<file path="src/rtl/seq_consts.svh">
// Purpose: shared constants of the sleep and wake sequencer
// Assumes: 100 MHz ref_clk, AXI4-Lite byte addresses
// Notes: defaults, limits, offsets and tick counts
// What this block does
// - Sleep line changes only after sleep_cycle_count periods unless RF data waits or, in mode 5, the pin wakes it
// - Sleep lasts sleep_period tens of ms, 0x20 to 0xAF0, default 0x20
// - Parent buffers child messages for its own sleep_period
// - Awake hold timer restarts on serial or RF data; sleep after expiry
// - Option 0x02 keeps the device awake for the full hold time
// - Option 0x04 sleeps count times period with no intermediate wakes
// - Nonzero wake_processor_delay holds off host output that many ms
// - Any serial character from the host stops the wake delay
// - Parent polled every parent_query_rate tens of ms; zero means 100 ms
// - Queued values apply only on commit, mode leave or API apply
// - Action commands act at once without an apply step
// - Soft reboot answers OK at once and resets 100 ms later
// - Factory defaults restore parameters; read-only values stay untouched
// - Doze now sleeps at once, only when sent as API frame
// - Command mode ends only on leave command or timeout
// - Button emulation acts as 1, 2 or 4 presses only
// - Sleep behavior 0 off, 1 pin, 4 cyclic, 5 cyclic with pin wake
`ifndef SEQ_CONSTS_SVH
`define SEQ_CONSTS_SVH
`define CLK_NS 10
`define MS_NS 1000000
`define MS_CYCLES (`MS_NS / `CLK_NS)
`define MS_PER_TEN 4'hA
`define POLL_DEF_MS 100
`define POLL_STEP_MS 10
`define REBOOT_MS 100
`define ADDR_MODE 8'h00
`define ADDR_CYCLES 8'h04
`define ADDR_PERIOD 8'h08
`define ADDR_HOLD 8'h0C
`define ADDR_OPTS 8'h10
`define ADDR_WAKE 8'h14
`define ADDR_POLL 8'h18
`define ADDR_BAUD 8'h1C
`define ADDR_CMD 8'h20
`define ADDR_STATUS 8'h24
`define MODE_OFF 3'h0
`define MODE_PIN 3'h1
`define MODE_CYCLIC 3'h4
`define MODE_CYC_PIN 3'h5
`define DEF_MODE 3'h4
`define DEF_CYCLES 16'h0001
`define DEF_PERIOD 16'h0020
`define MIN_PERIOD 16'h0020
`define MAX_PERIOD 16'h0AF0
`define DEF_HOLD 16'h1388
`define DEF_OPTS 8'h00
`define OPT_ALWAYS 1
`define OPT_FULL 2
`define DEF_WAKE 16'h0000
`define DEF_POLL 16'h0000
`define MAX_POLL 16'h03E8
`define DEF_BAUD 4'h3
`define CMD_API_BIT 8
`define RESP_OKAY 2'h0
`define RESP_SLVERR 2'h2
`endif

</file>
<file path="src/rtl/seq_pkg.sv">
// Purpose: types of the sleep and wake sequencer
// Assumes: seq_consts.svh holds all default values
// Notes: defaultCfg gives the factory settings
`include "seq_consts.svh"
package seq_pkg;
  typedef enum logic [2:0] {
    ST_AWAKE = 3'b001,
    ST_SLEEP = 3'b010,
    ST_PINSLP = 3'b100
  } state_t;
  typedef enum logic [3:0] {
    CMD_NONE = 4'h0,
    CMD_COMMIT = 4'h1,
    CMD_LEAVE = 4'h2,
    CMD_PERSIST = 4'h3,
    CMD_DEFAULTS = 4'h4,
    CMD_REBOOT = 4'h5,
    CMD_DOZE = 4'h6,
    CMD_BUTTON = 4'h7
  } cmd_t;
  typedef struct packed {
    logic [2:0] mode;
    logic [15:0] cycles;
    logic [15:0] period;
    logic [15:0] hold;
    logic [7:0] opts;
    logic [15:0] wake;
    logic [15:0] poll;
    logic [3:0] baud;
  } cfg_t;
  function automatic cfg_t defaultCfg();
    cfg_t c;
    c.mode = `DEF_MODE;
    c.cycles = `DEF_CYCLES;
    c.period = `DEF_PERIOD;
    c.hold = `DEF_HOLD;
    c.opts = `DEF_OPTS;
    c.wake = `DEF_WAKE;
    c.poll = `DEF_POLL;
    c.baud = `DEF_BAUD;
    return c;
  endfunction : defaultCfg
endpackage : seq_pkg

</file>
<file path="src/rtl/tick_prescaler.sv">
// Purpose: millisecond and 10 ms ticks from ref_clk
// Assumes: MS_CYCLES clocks per millisecond
// Notes: ticks are one-cycle pulses
`timescale 1ns/10ps
`default_nettype none
`include "seq_consts.svh"
module tick_prescaler
#(
  parameter int MS_CYCLES = `MS_CYCLES
)
(
  input wire logic ref_clk,
  input wire logic rstn,
  input wire logic clkEn,
  output logic msTick,
  output logic tenMsTick
);
  logic [31:0] cyc, next_cyc;
  logic [3:0] tens, next_tens;
  logic next_msTick, next_tenMsTick;
  logic wrap;

  always_comb
  begin
    wrap = cyc == 32'(MS_CYCLES - 1);
    next_cyc = wrap ? 32'h0 : cyc + 32'h1;
    next_tens = tens;
    next_msTick = wrap;
    next_tenMsTick = 1'b0;
    if (wrap)
    begin
      next_tenMsTick = tens == `MS_PER_TEN - 4'h1;
      next_tens = next_tenMsTick ? 4'h0 : tens + 4'h1;
    end
  end

  always_ff @(posedge ref_clk or negedge rstn)
  begin
    if (!rstn)
    begin
      cyc <= 32'h0;
      tens <= 4'h0;
      msTick <= 1'b0;
      tenMsTick <= 1'b0;
    end
    else if (clkEn)
    begin
      cyc <= next_cyc;
      tens <= next_tens;
      msTick <= next_msTick;
      tenMsTick <= next_tenMsTick;
    end
  end
endmodule : tick_prescaler
`default_nettype wire

</file>
<file path="src/rtl/down_timer.sv">
// Purpose: 16-bit tick down counter
// Assumes: load has priority over counting
// Notes: done while the count is zero
`timescale 1ns/10ps
`default_nettype none
module down_timer
#(
  parameter logic [15:0] RST_VAL = 16'h0000
)
(
  input wire logic ref_clk,
  input wire logic rstn,
  input wire logic clkEn,
  input wire logic tick,
  input wire logic load,
  input wire logic [15:0] loadVal,
  output logic done
);
  logic [15:0] cnt, next_cnt;

  always_comb
  begin
    next_cnt = cnt;
    if (load)
      next_cnt = loadVal;
    else if (tick && cnt != 16'h0000)
      next_cnt = cnt - 16'h0001;
  end

  always_ff @(posedge ref_clk or negedge rstn)
  begin
    if (!rstn)
      cnt <= RST_VAL;
    else if (clkEn)
      cnt <= next_cnt;
  end

  assign done = cnt == 16'h0000;
endmodule : down_timer
`default_nettype wire

</file>
<file path="src/rtl/end_device_sleep_wake_sequencer.sv">
// Purpose: sleep, wake and action-command sequencing of an end device
// Assumes: host events are synchronous one-cycle pulses
// Notes: registers over AXI4-Lite, pending set applied on commit
`timescale 1ns/10ps
`default_nettype none
`include "seq_consts.svh"
module end_device_sleep_wake_sequencer
  import seq_pkg::*;
#(
  parameter int MS_CYCLES = `MS_CYCLES
)
(
  input wire logic ref_clk,
  input wire logic rstn,
  input wire logic clkEn,
  input wire logic awvalid,
  output logic awready,
  input wire logic [7:0] awaddr,
  input wire logic [2:0] awprot,
  input wire logic wvalid,
  output logic wready,
  input wire logic [31:0] wdata,
  input wire logic [3:0] wstrb,
  output logic bvalid,
  input wire logic bready,
  output logic [1:0] bresp,
  input wire logic arvalid,
  output logic arready,
  input wire logic [7:0] araddr,
  input wire logic [2:0] arprot,
  output logic rvalid,
  input wire logic rready,
  output logic [31:0] rdata,
  output logic [1:0] rresp,
  input wire logic hostRxChar,
  input wire logic rfRxData,
  input wire logic rfPending,
  input wire logic sleepReq,
  input wire logic cmdModeEnter,
  input wire logic cmdTimeout,
  input wire logic apiApply,
  output logic dozeIndicator,
  output logic hostTxAllow,
  output logic pollStrobe,
  output logic [15:0] parentHoldTime,
  output logic [3:0] serialRate,
  output logic cmdModeActive,
  output logic cmdAck,
  output logic persistReq,
  output logic softReset,
  output logic buttonStrobe,
  output logic [2:0] buttonPresses
);
  state_t state, next_state;
  cfg_t pend, next_pend, act, next_act;
  logic [15:0] periodCnt, next_periodCnt;
  logic cmdMode, next_cmdMode, rebootArmed, next_rebootArmed;
  logic next_cmdAck, next_persistReq, next_softReset, next_pollStrobe;
  logic next_buttonStrobe;
  logic [2:0] next_buttonPresses;
  logic awHeld, next_awHeld, wHeld, next_wHeld;
  logic [7:0] awAddr, next_awAddr;
  logic [31:0] wData, next_wData, next_rdata;
  logic [3:0] wStrb, next_wStrb;
  logic next_bvalid, next_rvalid;
  logic [1:0] next_bresp, next_rresp;
  logic msTick, tenMsTick;
  logic holdDone, wakeDone, rebootDone, sleepDone, pollDone;
  logic holdLoad, wakeLoad, sleepLoad, pollLoad, rebootLoad;
  logic [15:0] wakeVal, pollVal;
  logic stAwake, stSleep, cyclic, activity, pinWake, fullSleep;
  logic wrGo, cmdGo, cmdApi, sleepGo, dozeGo, periodEnd, enterAwake;
  logic applyGo, defaultsGo, actLoad, cmdExit, buttonOk;
  logic [32:0] wrOld;
  logic [31:0] wrVal;
  logic [16:0] cntNext;
  logic [6:0] status;
  cmd_t cmdCode;

  function automatic logic [32:0] regRead(input logic [7:0] a, input cfg_t c,
                                          input logic [6:0] st);
    logic [32:0] r;
    r = {1'b1, 32'h0};
    case (a)
      `ADDR_MODE: r[2:0] = c.mode;
      `ADDR_CYCLES: r[15:0] = c.cycles;
      `ADDR_PERIOD: r[15:0] = c.period;
      `ADDR_HOLD: r[15:0] = c.hold;
      `ADDR_OPTS: r[7:0] = c.opts;
      `ADDR_WAKE: r[15:0] = c.wake;
      `ADDR_POLL: r[15:0] = c.poll;
      `ADDR_BAUD: r[3:0] = c.baud;
      `ADDR_CMD: r[32] = 1'b1;
      `ADDR_STATUS: r[6:0] = st;
      default: r[32] = 1'b0;
    endcase
    return r;
  endfunction : regRead

  function automatic logic [31:0] mergeBytes(input logic [31:0] o,
                                             input logic [31:0] n,
                                             input logic [3:0] s);
    logic [31:0] m;
    m = o;
    for (int i = 0; i < 4; i++)
      if (s[i])
        m[i*8 +: 8] = n[i*8 +: 8];
    return m;
  endfunction : mergeBytes

  function automatic logic inRange(input logic [15:0] v, input logic [15:0] lo,
                                   input logic [15:0] hi);
    return v >= lo && v <= hi;
  endfunction : inRange

  tick_prescaler #(.MS_CYCLES(MS_CYCLES)) ticks (
    .ref_clk(ref_clk),
    .rstn(rstn),
    .clkEn(clkEn),
    .msTick(msTick),
    .tenMsTick(tenMsTick)
  );
  down_timer #(.RST_VAL(`DEF_HOLD)) holdT (
    .ref_clk(ref_clk), .rstn(rstn), .clkEn(clkEn), .tick(msTick),
    .load(holdLoad), .loadVal(act.hold), .done(holdDone)
  );
  down_timer #(.RST_VAL(`DEF_WAKE)) wakeT (
    .ref_clk(ref_clk), .rstn(rstn), .clkEn(clkEn), .tick(msTick),
    .load(wakeLoad), .loadVal(wakeVal), .done(wakeDone)
  );
  down_timer #(.RST_VAL(16'h0000)) rebootT (
    .ref_clk(ref_clk), .rstn(rstn), .clkEn(clkEn), .tick(msTick),
    .load(rebootLoad), .loadVal(16'(`REBOOT_MS)), .done(rebootDone)
  );
  down_timer #(.RST_VAL(`DEF_PERIOD)) sleepT (
    .ref_clk(ref_clk), .rstn(rstn), .clkEn(clkEn), .tick(tenMsTick),
    .load(sleepLoad), .loadVal(act.period), .done(sleepDone)
  );
  down_timer #(.RST_VAL(16'(`POLL_DEF_MS / `POLL_STEP_MS))) pollT (
    .ref_clk(ref_clk), .rstn(rstn), .clkEn(clkEn), .tick(tenMsTick),
    .load(pollLoad), .loadVal(pollVal), .done(pollDone)
  );

  assign awready = clkEn && !awHeld;
  assign wready = clkEn && !wHeld;
  assign arready = clkEn && !rvalid;
  assign stAwake = state == ST_AWAKE;
  assign stSleep = state == ST_SLEEP;
  assign hostTxAllow = stAwake && wakeDone;
  assign dozeIndicator = !stAwake;
  assign cmdModeActive = cmdMode;
  assign parentHoldTime = act.period;
  assign serialRate = act.baud;
  assign status = {rebootArmed, cmdMode, hostTxAllow, dozeIndicator, state};

  always_comb
  begin
    wrGo = clkEn && awHeld && wHeld && !bvalid;
    wrOld = regRead(awAddr, pend, status);
    wrVal = mergeBytes(wrOld[31:0], wData, wStrb);
    cmdGo = wrGo && awAddr == `ADDR_CMD && wStrb[0];
    cmdCode = cmd_t'(wrVal[3:0]);
    cmdApi = wrVal[`CMD_API_BIT];
    cyclic = act.mode == `MODE_CYCLIC || act.mode == `MODE_CYC_PIN;
    activity = hostRxChar || rfRxData;
    pinWake = act.mode == `MODE_CYC_PIN && !sleepReq;
    fullSleep = act.opts[`OPT_FULL];
    dozeGo = cmdGo && cmdCode == CMD_DOZE && cmdApi && cyclic
             && !act.opts[`OPT_ALWAYS];
    sleepGo = clkEn && stAwake && cyclic
              && ((holdDone && !rfPending && !activity) || dozeGo);
    periodEnd = clkEn && stSleep && sleepDone;
    cntNext = {1'b0, periodCnt} + 17'h00001;
    applyGo = (cmdGo && (cmdCode == CMD_COMMIT || cmdCode == CMD_LEAVE))
              || (clkEn && apiApply);
    defaultsGo = cmdGo && cmdCode == CMD_DEFAULTS;
    actLoad = applyGo || defaultsGo;
    cmdExit = (cmdGo && cmdCode == CMD_LEAVE) || (clkEn && cmdTimeout);
    buttonOk = wrVal[7:4] == 4'h1 || wrVal[7:4] == 4'h2 || wrVal[7:4] == 4'h4;
  end

  always_comb
  begin
    next_state = state;
    next_periodCnt = periodCnt;
    next_pollStrobe = 1'b0;
    sleepLoad = 1'b0;
    case (state)
      ST_AWAKE:
      begin
        if (act.mode == `MODE_PIN && sleepReq)
          next_state = ST_PINSLP;
        else if (sleepGo)
        begin
          next_state = ST_SLEEP;
          next_periodCnt = 16'h0000;
          sleepLoad = 1'b1;
        end
        else if (pollDone && act.mode != `MODE_OFF)
          next_pollStrobe = 1'b1;
      end
      ST_SLEEP:
      begin
        if (pinWake)
          next_state = ST_AWAKE;
        else if (periodEnd)
        begin
          if (cntNext >= {1'b0, act.cycles})
            next_state = ST_AWAKE;
          else if (!fullSleep && rfPending)
            next_state = ST_AWAKE;
          else
          begin
            next_periodCnt = cntNext[15:0];
            sleepLoad = 1'b1;
            next_pollStrobe = !fullSleep;
          end
        end
      end
      ST_PINSLP:
      begin
        if (!sleepReq || act.mode != `MODE_PIN)
          next_state = ST_AWAKE;
      end
      default: next_state = ST_AWAKE;
    endcase
    enterAwake = next_state == ST_AWAKE && !stAwake;
    holdLoad = activity || enterAwake;
    wakeLoad = hostRxChar || enterAwake;
    wakeVal = hostRxChar ? 16'h0000 : act.wake;
    pollLoad = enterAwake || (stAwake && pollDone);
    pollVal = act.poll == 16'h0000 ? 16'(`POLL_DEF_MS / `POLL_STEP_MS) : act.poll;
  end

  always_comb
  begin
    next_pend = pend;
    next_act = act;
    next_cmdAck = 1'b0;
    next_persistReq = 1'b0;
    next_softReset = 1'b0;
    next_buttonStrobe = 1'b0;
    next_buttonPresses = buttonPresses;
    next_rebootArmed = rebootArmed;
    rebootLoad = 1'b0;
    next_cmdMode = (cmdMode && !cmdExit) || (clkEn && cmdModeEnter);
    if (wrGo && !cmdGo)
      case (awAddr)
        `ADDR_MODE:
          if (wrVal[2:0] == `MODE_OFF || wrVal[2:0] == `MODE_PIN
              || wrVal[2:0] == `MODE_CYCLIC || wrVal[2:0] == `MODE_CYC_PIN)
            next_pend.mode = wrVal[2:0];
        `ADDR_CYCLES:
          if (wrVal[15:0] != 16'h0000)
            next_pend.cycles = wrVal[15:0];
        `ADDR_PERIOD:
          if (inRange(wrVal[15:0], `MIN_PERIOD, `MAX_PERIOD))
            next_pend.period = wrVal[15:0];
        `ADDR_HOLD:
          if (wrVal[15:0] != 16'h0000)
            next_pend.hold = wrVal[15:0];
        `ADDR_OPTS: next_pend.opts = wrVal[7:0];
        `ADDR_WAKE: next_pend.wake = wrVal[15:0];
        `ADDR_POLL:
          if (inRange(wrVal[15:0], `DEF_POLL, `MAX_POLL))
            next_pend.poll = wrVal[15:0];
        `ADDR_BAUD: next_pend.baud = wrVal[3:0];
        default: next_pend = pend;
      endcase
    if (applyGo)
      next_act = pend;
    if (cmdGo)
    begin
      next_cmdAck = cmdCode != CMD_BUTTON || buttonOk;
      case (cmdCode)
        CMD_PERSIST: next_persistReq = 1'b1;
        CMD_DEFAULTS:
        begin
          next_pend = defaultCfg();
          next_act = defaultCfg();
        end
        CMD_REBOOT:
        begin
          rebootLoad = 1'b1;
          next_rebootArmed = 1'b1;
        end
        CMD_BUTTON:
          if (buttonOk)
          begin
            next_buttonStrobe = 1'b1;
            next_buttonPresses = wrVal[6:4];
          end
        default: next_cmdAck = next_cmdAck;
      endcase
    end
    if (clkEn && rebootArmed && rebootDone && !rebootLoad)
    begin
      next_softReset = 1'b1;
      next_rebootArmed = 1'b0;
    end
  end

  always_comb
  begin
    next_awHeld = awHeld;
    next_awAddr = awAddr;
    next_wHeld = wHeld;
    next_wData = wData;
    next_wStrb = wStrb;
    next_bvalid = bvalid;
    next_bresp = bresp;
    next_rvalid = rvalid;
    next_rdata = rdata;
    next_rresp = rresp;
    if (awvalid && awready)
    begin
      next_awHeld = 1'b1;
      next_awAddr = awaddr;
    end
    if (wvalid && wready)
    begin
      next_wHeld = 1'b1;
      next_wData = wdata;
      next_wStrb = wstrb;
    end
    if (bvalid && bready)
      next_bvalid = 1'b0;
    if (wrGo)
    begin
      next_awHeld = 1'b0;
      next_wHeld = 1'b0;
      next_bvalid = 1'b1;
      next_bresp = wrOld[32] ? `RESP_OKAY : `RESP_SLVERR;
    end
    if (rvalid && rready)
      next_rvalid = 1'b0;
    if (arvalid && arready)
    begin
      next_rvalid = 1'b1;
      {next_rresp[1], next_rdata} = regRead(araddr, pend, status) ^ {1'b1, 32'h0};
      next_rresp[0] = 1'b0;
    end
  end

  always_ff @(posedge ref_clk or negedge rstn)
  begin
    if (!rstn)
    begin
      state <= ST_AWAKE;
      periodCnt <= 16'h0000;
      pend <= defaultCfg();
      act <= defaultCfg();
      cmdMode <= 1'b0;
      rebootArmed <= 1'b0;
      cmdAck <= 1'b0;
      persistReq <= 1'b0;
      softReset <= 1'b0;
      pollStrobe <= 1'b0;
      buttonStrobe <= 1'b0;
      buttonPresses <= 3'h0;
      awHeld <= 1'b0;
      awAddr <= 8'h00;
      wHeld <= 1'b0;
      wData <= 32'h0;
      wStrb <= 4'h0;
      bvalid <= 1'b0;
      bresp <= 2'h0;
      rvalid <= 1'b0;
      rdata <= 32'h0;
      rresp <= 2'h0;
    end
    else if (clkEn)
    begin
      state <= next_state;
      periodCnt <= next_periodCnt;
      pend <= next_pend;
      act <= next_act;
      cmdMode <= next_cmdMode;
      rebootArmed <= next_rebootArmed;
      cmdAck <= next_cmdAck;
      persistReq <= next_persistReq;
      softReset <= next_softReset;
      pollStrobe <= next_pollStrobe;
      buttonStrobe <= next_buttonStrobe;
      buttonPresses <= next_buttonPresses;
      awHeld <= next_awHeld;
      awAddr <= next_awAddr;
      wHeld <= next_wHeld;
      wData <= next_wData;
      wStrb <= next_wStrb;
      bvalid <= next_bvalid;
      bresp <= next_bresp;
      rvalid <= next_rvalid;
      rdata <= next_rdata;
      rresp <= next_rresp;
    end
  end
endmodule : end_device_sleep_wake_sequencer
`default_nettype wire

</file>
<file path="config.mk">
export PLATFORM = sky130hd
export DESIGN_NAME = end_device_sleep_wake_sequencer
export DESIGN_NICKNAME = d
export VERILOG_FILES = /design/src/rtl/seq_pkg.sv /design/src/rtl/tick_prescaler.sv /design/src/rtl/down_timer.sv /design/src/rtl/end_device_sleep_wake_sequencer.sv
export VERILOG_INCLUDE_DIRS = /design/src /design/src/rtl
export SDC_FILE = /design/constraint.sdc
export NUM_CORES = 1
export LEC_CHECK = 0
export ABC_AREA = 1
export BUFFER_PORTS_ARGS = -buffer_cell sky130_fd_sc_hd__buf_2
export CAP_MARGIN = 20
export CORE_MARGIN = 2
export CORE_UTILIZATION = 25
export CTS_CLUSTER_SIZE = 40
export DETAILED_ROUTE_END_ITERATION = 10
export PLACE_DENSITY = 0.43
export SLEW_MARGIN = 0
export SYNTH_ARGS = -nofsm -noshare
export SYNTH_HDL_FRONTEND = slang
export SYNTH_SLANG_ARGS = --single-unit
</file>
<file path="constraint.sdc">
create_clock -name ref_clk -period 3.8 [get_ports ref_clk]
set_input_delay 0.95 -clock ref_clk [delete_from_list [all_inputs] [get_ports ref_clk]]
set_output_delay 0.95 -clock ref_clk [all_outputs]
set_load 0.01 [all_outputs]
</file>
==> results of run 1 <==
-- final timing paths --
kind	to	slack (ns)	cells past startpoint
worst max-delay path	holdT.cnt[1]	-0.11	30
worst min-delay path	wData[11]	0.40	1
worst max register to register	holdT.cnt[1]	-0.11	30
worst min register to register	rebootArmed	0.47	2
max in group asynchronous	holdT.cnt[3]	2.51	2
min in group ref_clk	rebootArmed	0.47	2
-- layout by cell type, fill, tap and decap left out, types with 34 or more instances in the layout --
| cell type | instances |
|---|---|
| nor2_1 | 275 |
| nand2_1 | 624 |
| clkbuf_16 | 51 |
| xor2_1 | 72 |
| nand3_1 | 173 |
| buf_2 | 101 |
| dfrtp_1 | 350 |
| nand2_2 | 78 |
| buf_4 | 126 |
| inv_1 | 295 |
| nand4_1 | 52 |
| a21oi_1 | 181 |
| o21ai_1 | 34 |
| nor3_1 | 41 |
| o22ai_1 | 66 |
| o21ai_0 | 146 |
-- flip-flops by register name, summed over array words and instances (netlist names), 8 cells and up --
register / cells
rebootT.cnt: 16
holdT.cnt: 16
wakeT.cnt: 16
sleepT.cnt: 16
rdata: 16
act: 69
wData: 16
awAddr: 8
pend: 95
parentHoldTime: 16
ticks.cyc: 32
periodCnt: 16
pollT.cnt: 16
-- layout make-up --
| cell class | instances | area, um^2 | share of cell area (%) |
|---|---|---|---|
| diodes | 1 | 2.50 | 0.00924 |
| inverters | 322 | 1270 | 4.70 |
| repair buffers | 264 | 2100 | 7.76 |
| well taps | 1165 | 1460 | 5.38 |
| multi-input cells | 2049 | 11000 | 40.6 |
| clock buffers | 74 | 1450 | 5.35 |
| clock inverters | 15 | 235 | 0.869 |
| repair inverters | 3 | 48.8 | 0.180 |
| flip-flops and latches | 379 | 9520 | 35.2 |
-- logic make-up (layout without fill, tap and decap cells) --
logic type	after synthesis	count (layout)	share of synthesized area (%)
AOI/OAI and AO/OA	553	553	15.1
xor gates and xnor gates	93	93	3.68
adders and majority gates	23	23	1.30
buffers and inverters	490	678	9.65
DFF	379	379	43.1
muxes	15	15	0.764
other	1	19	0.0170
and+or+nand+nor	1346	1347	26.4
-- critical path: cells and delay by family, from the launching register on --
kind,cells,cell delay (ns)
xor+xnor,1,0.19
buf+inv,6,0.67
simple gates,20,2.05
fa+ha+maj,1,0.27
compound gates,2,0.21
flops,1,0.40
-- metrics by stage --
step                      worst slack [ns]  setup TNS, ns  hold slack (ns)  util (%)
after floorplan                      0.344              0            0.442         -
after global placement              -0.439         -12.00            0.456      27.8
after detailed placement            -0.452         -13.64            0.459      27.8
after CTS                           -0.115          -3.99            0.430      30.2
after global routing                -0.435         -19.82            0.461      30.8
final                               -0.114          -2.27            0.404      30.8
-- layer usage --
| metal | vias to the layer above | part of all wire (%) | track usage [%] | wire length, um |
|---|---|---|---|---|
| met1 | 9763 | 48 | 26.9 | 40400 |
| met4 | 0 | 3.1 | 5.70 | 2620 |
| met3 | 123 | 5.6 | 2.38 | 4750 |
| met5 | - | 0 | 0 | 0 |
| met2 | 581 | 43 | 27.6 | 36500 |
| li1 | 9891 | - | - | - |
-- power by group through the flow --
stage | sequential [uW] | combinational [uW] | clock (uW)
finish | 5640 | 5050 | 4950
global route | 5750 | 5610 | 5240
CTS | 5610 | 4890 | 5080
detailed placement | 5660 | 4740 | 0
global placement | 5660 | 4750 | 0
floorplan | 5380 | 3180 | 0
-- what timing repair did --
item,CTS,global route
pin swaps,14,21
cloned,3,5
buffers inserted,17,12
hold endpoints to repair,0,0
hold buffers,0,0
resized for setup,66,106
setup endpoints to repair,64,94
==> qor.yml, run 1 <==
ios: 145
syn_area_um2: 22100
synth_warnings: 0
drc: 0
fin_crit_ns: 3.91
drt-initial-drc-count: 1753
power.total_uw: 15600
maxSlewViolCount: 0
setup_violations: 35
portBuffers: 102
criticalPathCategory: "flop to flop"
yosys-top-cells-area: "dfrtp_1 40%, nand2_1 12%, inv_1 5.1%"
start_util_pct: 25.1
wl_per_cell_um: 19.7
worst_path_most_repeated_cell: "nand2_1"
final_antenna_net_count: 0
peakVddDrop_mv: 0.303
grt_pass1_wl_mm: 127
synthFlopType: "dfrtp_1"
path_clk_slew_ns: 0.06
clk-insertion-delay-late_ns: 0.60
arrival_ns: 4.39
grt_use_total_pct: 18.3
status: "finished, violations left"
gp_congestion: 0.923
hpwlAfterDp_mm: 61.3
hold_viol: 0
synth_edf_count: 0
grt_max_degree: 87
grt_pass1_vias: 19600
cts_made_buffers: 49
hold_class: "primary input to asynchronous set/reset pin"
antenna_found_initial: 1
yosysTopAreaCellShare_pct: 39.6
switching_power_uw: 6060
fin_area_um2: 27100
syn_inst: 2900
leakage_uw: 0.0129
yosysMostFrequentCell: "nand2_1"
fin_cells: 4272
cts_tree: "done"
finish.net_count: 3164
vias: 20400
fin_ws_ns: -0.114
clock_sinks: 379
synth-seq-cells: 379
synth_area_leader_cell: "dfrtp_1"
num-fill-cells: 9484
fin_worst_skew_ns: 0.0164
die_w_um: 301
worstSetupStartpoint: "periodCnt[1]"
fmax_mhz: 256
row_count: 109
crit_path_start_kind: "flop"
path_max_fanout: 8
powerDensity_nw_per_um2: 578
cp.required_ns: 4.28
combPwrFrac_pct: 32.3
clkPwrFrac_pct: 31.6
synthToLayoutAreaGrowth_pct: 22.5
synth_cell_type_count: 64
worst_pin_slew_ns: 1.08
seq_power_share_pct: 36.1
ctsHtreeMaxLevel: 2
vias_per_cell: 4.77
drive_above_1_share_pct: 19.0
clockRootBuffer: "clkbuf_16"
post-route-period-util_pct: 103
yosys-top-cells-count: "684 x nand2_1, 350 x dfrtp_1, 299 x inv_1"
dp.cells: 4146
relSlewSlack_pct: 27.7
place_area_um2: 24400
end_kind: "flop"
max-cap-violations: 0
slowest_stage: "dfrtp_1"
dieArea_um2: 90800
async_flop_share_pct: 100
grt.overflow.total: 0
fp.coreArea_um2: 88000
clockBufferDepth: 3
cpPeakStageDelay_ns: 0.40
postSynthAreaPerCell_um2: 7.62
rsz0062_at_grt: "true"
violations: "negative setup slack"
die_y_um: 301
seq_area_frac_synth_pct: 43.1
wl_mm: 84.2
drtPass1Iterations: 6
swShare_pct: 38.7
internal_power_uw: 9580
r2r_start: "periodCnt[1]"
Power figures use the tool's default switching activity.
==> inputs of run 2 (changes only) <==
--- a/config.mk
+++ b/config.mk
@@ -14,6 +14,7 @@
 export CTS_CLUSTER_SIZE = 40
 export DETAILED_ROUTE_END_ITERATION = 10
 export PLACE_DENSITY = 0.43
+export SKIP_CTS_REPAIR_TIMING = 1
 export SLEW_MARGIN = 0
 export SYNTH_ARGS = -nofsm -noshare
 export SYNTH_HDL_FRONTEND = slang
==> run 2 against run 1 <==
Against the previous run: the flow still finishes with violations (negative setup slack); worst setup slack got worse by 0.052 ns; largest power group unchanged; critical endpoint is now wakeT.cnt[2]; worst hold slack improved by 0.0014 ns; non-clock buffer count decreased by 8; clock power about the same; sequential power about the same; design area decreased by 0.48%; flip-flop and latch count unchanged; die area unchanged.
==> qor.yml, run 2 (synthesis results as in run 1) <==
max-cap-violations: 0  # unchanged
mostFrequentLayoutCells: "646 x nand2_1, 350 x dfrtp_1, 295 x inv_1"
start_util_pct: 25.1  # unchanged
holdWs_ns: 0.406  # +0.00141 ns
dieArea_um2: 90800  # unchanged
dp.cells: 4146  # unchanged
violations: "negative setup slack"
grt.overflow.total: 0  # unchanged
fin_cells: 4264  # -0.19%
ios: 145  # unchanged
hpwlAfterDp_mm: 61.3  # unchanged
drt-initial-drc-count: 1808  # +3.1%
final_antenna_net_count: 0  # unchanged
clk-insertion-delay-late_ns: 0.60  # about the same
die_y_um: 301  # unchanged
synthToLayoutAreaGrowth_pct: 21.9
die_w_um: 301  # unchanged
fin_crit_ns: 3.97  # +0.0524 ns
clockBufferDepth: 3  # unchanged
wl_mm: 84.4  # +0.18%
reg_top3: "pend x95, act x69, ticks.cyc x32"
clock_sinks: 379  # unchanged
portBuffers: 102  # unchanged
antenna_found_initial: 2  # +1
r2r_setup_slack_ns: -0.17  # -0.05 ns
relSlewSlack_pct: 24.7  # -3.0 points
gp_congestion: 0.923  # unchanged
ctsHtreeMaxLevel: 2  # unchanged
end_kind: "flop"
grt_use_total_pct: 18.2  # -0.14 points
fmax_mhz: 252  # -1.3%
path_clk_slew_ns: 0.06  # about the same
maxSlewViolCount: 0  # unchanged
setup_violations: 48  # +37%
post-route-period-util_pct: 104  # +1.4 points
row_count: 109  # unchanged
criticalPathCategory: "flop to flop"
finish.net_count: 3156  # -0.25%
cts_tree: "done"
worst_pin_slew_ns: 1.12  # +0.0443 ns
cp.required_ns: 4.28  # about the same
grt_pass1_vias: 19400  # -0.95%
utilization_pct: 30.6  # -0.15 points
hold_class: "primary input to asynchronous set/reset pin"
grt_pass1_wl_mm: 126  # -0.82%
vias: 20300  # -0.064%
fp.coreArea_um2: 88000  # unchanged
status: "finished, violations left"
top_register: "pend"
fin_ws_ns: -0.166  # -0.0524 ns
largest_reg_flops: 95  # unchanged
clockRootBuffer: "clkbuf_16"
wl_per_cell_um: 19.8  # +0.37%
vias_per_cell: 4.77  # +0.12%
num-fill-cells: 9483  # -0.011%
powerDensity_nw_per_um2: 579  # +0.20%
fin_worst_skew_ns: 0.0189  # +0.00251 ns
drtPass1Iterations: 5  # -1
peakVddDrop_mv: 0.305  # +0.52%
leakage_uw: 0.0129  # -0.63%
hold_viol: 0  # unchanged
drive_above_1_share_pct: 18.1  # -0.92 points
crit_path_start_kind: "flop"
grt_max_degree: 87  # unchanged
path_max_fanout: 7  # -1
rsz0062_at_grt: "true"
final_common_cell: "nand2_1"
arrival_ns: 4.45  # +0.06 ns
drc: 0  # unchanged
cts_made_buffers: 49  # unchanged
==> run 2: layout make-up <==
type / count / area, um^2 / area share (%)
clock buffers: 74 / 1450 / 5.38
repair inverters: 3 / 41.3 / 0.153
inverters: 322 / 1250 / 4.63
diodes: 1 / 2.50 / 0.00928
well taps: 1165 / 1460 / 5.41
repair buffers: 256 / 2060 / 7.66
flip-flops and latches: 379 / 9520 / 35.3
multi-input cells: 2049 / 10900 / 40.6
clock inverters: 15 / 235 / 0.873
==> run 2: path summary, 6_finish.rpt <==
check	start	cells after the start	end
max in group asynchronous	rstn	2	holdT.cnt[7]
worst max-delay path	periodCnt[0]	27	wakeT.cnt[2]
min in group ref_clk	rebootArmed	2	rebootArmed
worst min-delay path	rstn	1	wData[11]
worst max register to register	periodCnt[0]	27	wakeT.cnt[2]
worst min register to register	rebootArmed	2	rebootArmed
==> run 2: critical path, stage by stage (launching register included) <==
cell	delay [ns]
dfrtp_1	0.40
nand3_2	0.11
nor3_2	0.22
nand3_1	0.12
nor2_1	0.11
inv_1	0.07
nor2_2	0.12
nand4_1	0.19
nor3_2	0.20
xor2_1	0.22
inv_1	0.07
ha_1	0.31
nand3_2	0.08
nor3_2	0.14
a21oi_1	0.08
o21a_1	0.12
nand3b_1	0.14
nand2_1	0.10
nand2_2	0.12
nand2_2	0.07
buf_6	0.13
nand3_4	0.09
nand2_8	0.11
nand3_4	0.14
nand2_8	0.10
clkbuf_16	0.19
nand2_2	0.05
nand2_1	0.05
==> run 2: power by group <==
group / internal, uW / switching [uW]
combinational: 1720 / 3290
clock: 3030 / 1920
sequential: 4820 / 811
==> run 2: through the flow <==
step                      setup slack [ns]  area [um^2]  TNS [ns]  power (uW)
after floorplan                      0.344        22200         0        8560
after detailed placement            -0.452        24400    -13.64       10400
after global placement              -0.439        24400    -12.00       10400
after global routing                -0.475        26900    -25.59       16500
final                               -0.166        27000     -5.14       15600
after CTS                           -0.512        26100    -17.01       15400
==> run 2: per-layer routing <==
metal | vias to the layer above | global-route usage [%] | part of all wire (%)
met1 | 9768 | 26.8 | 48
met3 | 111 | 2.38 | 5.3
met4 | 0 | 5.70 | 3.0
met2 | 589 | 27.3 | 43
li1 | 9877 | - | -
met5 | - | 0 | 0
==> inputs of run 3 (changes only) <==
--- a/config.mk
+++ b/config.mk
@@ -7,8 +7,9 @@
 export NUM_CORES = 1
 export LEC_CHECK = 0
 export ABC_AREA = 1
-export BUFFER_PORTS_ARGS = -buffer_cell sky130_fd_sc_hd__buf_2
+export BUFFER_PORTS_ARGS = -buffer_cell sky130_fd_sc_hd__buf_4
 export CAP_MARGIN = 20
+export CORE_ASPECT_RATIO = 1.5
 export CORE_MARGIN = 2
 export CORE_UTILIZATION = 25
 export CTS_CLUSTER_SIZE = 40
==> run 3 against run 2 <==
Against the previous run: the run still ends with negative setup slack left; die area about the same; worst setup slack better by 0.032 ns; register-to-register slack better by 0.03 ns; global-route usage up 0.81 points; combinational power up 4%; critical endpoint is now pollT.cnt[5]; largest power group unchanged; highest routed layer unchanged.
==> qor.yml, run 3 (synthesis results as in run 1) <==
n_antenna_cell: 0  # -1
mostFrequentLayoutCells: "625 x nand2_1, 349 x dfrtp_1, 295 x inv_1"
preCtsSetupSlack_ns: -0.230  # +0.222 ns
largest_reg_flops: 95  # unchanged
grt_pass1_wl_mm: 131  # +3.8%
grt_max_degree: 104  # +20%
reg_top3: "pend x95, act x69, ticks.cyc x32"
worst_pin_slew_ns: 1.11  # -0.00494 ns
die_w_um: 247  # -18%
fin_ws_ns: -0.134  # +0.0318 ns
grtUsageMet3_pct: 2.22  # -0.16 points
grt_pass1_vias: 20500  # +5.8%
holdWs_ns: 0.247  # -0.159 ns
portBuffers: 102  # unchanged
post-route-period-util_pct: 104  # -0.84 points
slowest_stage: "dfrtp_1"
start_util_pct: 25.2  # +0.077 points
final_common_cell: "nand2_1"
power.total_uw: 15500  # -0.38%
cts_made_buffers: 44  # -10%
cp.required_ns: 4.28  # about the same
clockRootBuffer: "clkbuf_16"
ios: 145  # unchanged
fin_cells: 4266  # +0.047%
top_usage_layer: "met2"
criticalPathCategory: "flop to flop"
rsz0062_at_grt: "true"
violations: "negative setup slack"
wl_per_cell_um: 20.4  # +3.1%
peakVddDrop_mv: 0.404  # +33%
path_clk_slew_ns: 0.06  # about the same
synthToLayoutAreaGrowth_pct: 23.4
top_register: "pend"
relSlewSlack_pct: 25.3  # +0.57 points
grt.overflow.total: 0  # unchanged
maxSlewViolCount: 0  # unchanged
path_max_fanout: 8  # +1
hold_class: "primary input to asynchronous set/reset pin"
fin_crit_ns: 3.93  # -0.0318 ns
seq_area_um2: 9520  # about the same
clk-insertion-delay-late_ns: 0.62  # +0.02 ns
cpPeakStageDelay_ns: 0.39  # about the same
fin_area_um2: 27300  # +1.2%
gp_congestion: 0.995  # +7.8%
dieArea_um2: 90900  # about the same
status: "finished, violations left"
dp.cells: 4158  # +0.29%
r2r_setup_slack_ns: -0.13  # +0.03 ns
ctsHtreeMaxLevel: 2  # unchanged
grt_use_total_pct: 19.0  # +0.81 points
fmax_mhz: 254  # +0.81%
end_kind: "flop"
reg2regPathDepth: 29  # +7.4%
die_y_um: 368  # +22%
powerDensity_nw_per_um2: 569  # -1.6%
finish.net_count: 3181  # +0.79%
place_area_um2: 24800  # +1.6%
hpwlAfterDp_mm: 63.9  # +4.3%
drive_above_1_share_pct: 19.4  # +1.4 points
use_met2_pct: 31.5  # +4.3 points
drtPass1Iterations: 5  # unchanged
worst_r2r_endpoint: "pollT.cnt[5]"
clockBufferDepth: 3  # unchanged
drt-initial-drc-count: 1267  # -30%
cts_tree: "done"
worst_path_most_repeated_cell: "nand2_1"
r2r_start: "periodCnt[1]"
leakage_uw: 0.0130  # +1.3%
setup_violations: 62  # +29%
hold_viol: 0  # unchanged
final_antenna_net_count: 0  # unchanged
num-fill-cells: 9414  # -0.73%
grtUsageMet1_pct: 23.5  # -3.3 points
drc: 0  # unchanged
arrival_ns: 4.41  # -0.04 ns
vias_per_cell: 4.81  # +0.77%
vias: 20500  # +0.82%
row_count: 133  # +22%
antenna_found_initial: 0  # -2
clock_sinks: 379  # unchanged
wl_mm: 87.1  # +3.2%
max-cap-violations: 0  # unchanged
fp.coreArea_um2: 87700  # -0.30%
fin_worst_skew_ns: 0.0374  # +0.0185 ns
multiInputGateArea_um2: 11000  # +0.66%
crit_path_start_kind: "flop"
[run 3: final cells by class]
cell class | count | share of cell area [%]
Timing Repair Buffer | 285 | 9.13
Timing Repair inverter | 3 | 0.151
Tap cell | 1147 | 5.26
Multi-Input combinational cell | 2050 | 40.3
Inverter | 322 | 4.55
Sequential cell | 379 | 34.9
Clock inverter | 19 | 1.05
Clock buffer | 61 | 4.64
[run 3: critical path, delay by kind of cell (launching register included)]
| family | cells | cell delay (ns) |
|---|---|---|
| buffers and inverters | 4 | 0.53 |
| AO/OA/AOI/OAI | 2 | 0.32 |
| AND/OR/NAND/NOR | 20 | 1.91 |
| adder cells (fa/ha/maj) | 2 | 0.41 |
| XOR/XNOR | 1 | 0.23 |
| flip-flops | 1 | 0.39 |
[run 3: worst max path at each step]
stage                            start  slack, ns       endpoint
after global routing      periodCnt[1]      -0.44   wakeT.cnt[5]
after detailed placement  periodCnt[0]      -0.23  pollT.cnt[13]
after CTS                 periodCnt[0]      -0.29   pollT.cnt[8]
after global placement    periodCnt[0]      -0.22   pollT.cnt[9]
after floorplan           periodCnt[0]       0.34   pollT.cnt[6]
final                     periodCnt[1]      -0.13   pollT.cnt[5]
[run 3: routing by layer]
| layer | vias up | share of wire (%) |
|---|---|---|
| met3 | 193 | 4.1 |
| met1 | 9834 | 41 |
| met4 | 0 | 6.4 |
| met2 | 564 | 48 |
| met5 | - | 0 |
| li1 | 9921 | - |
[run 3: per-stage QoR]
stage | setup TNS, ns | util [%]
2_1_floorplan | 0 | -
3_3_place_gp | -8.77 | 28.3
3_5_place_dp | -9.32 | 28.3
4_1_cts | -11.72 | 30.1
5_1_grt | -26.77 | 31.1
6_report | -4.89 | 31.1
[run 3: report_power, final]
group / switching [uW] / leakage, uW / internal, uW
Clock: 1930 / 0.000760 / 2750
Combinational: 3370 / 0.00765 / 1830
Sequential: 833 / 0.00462 / 4820
Total: 6140 / 0.0130 / 9400
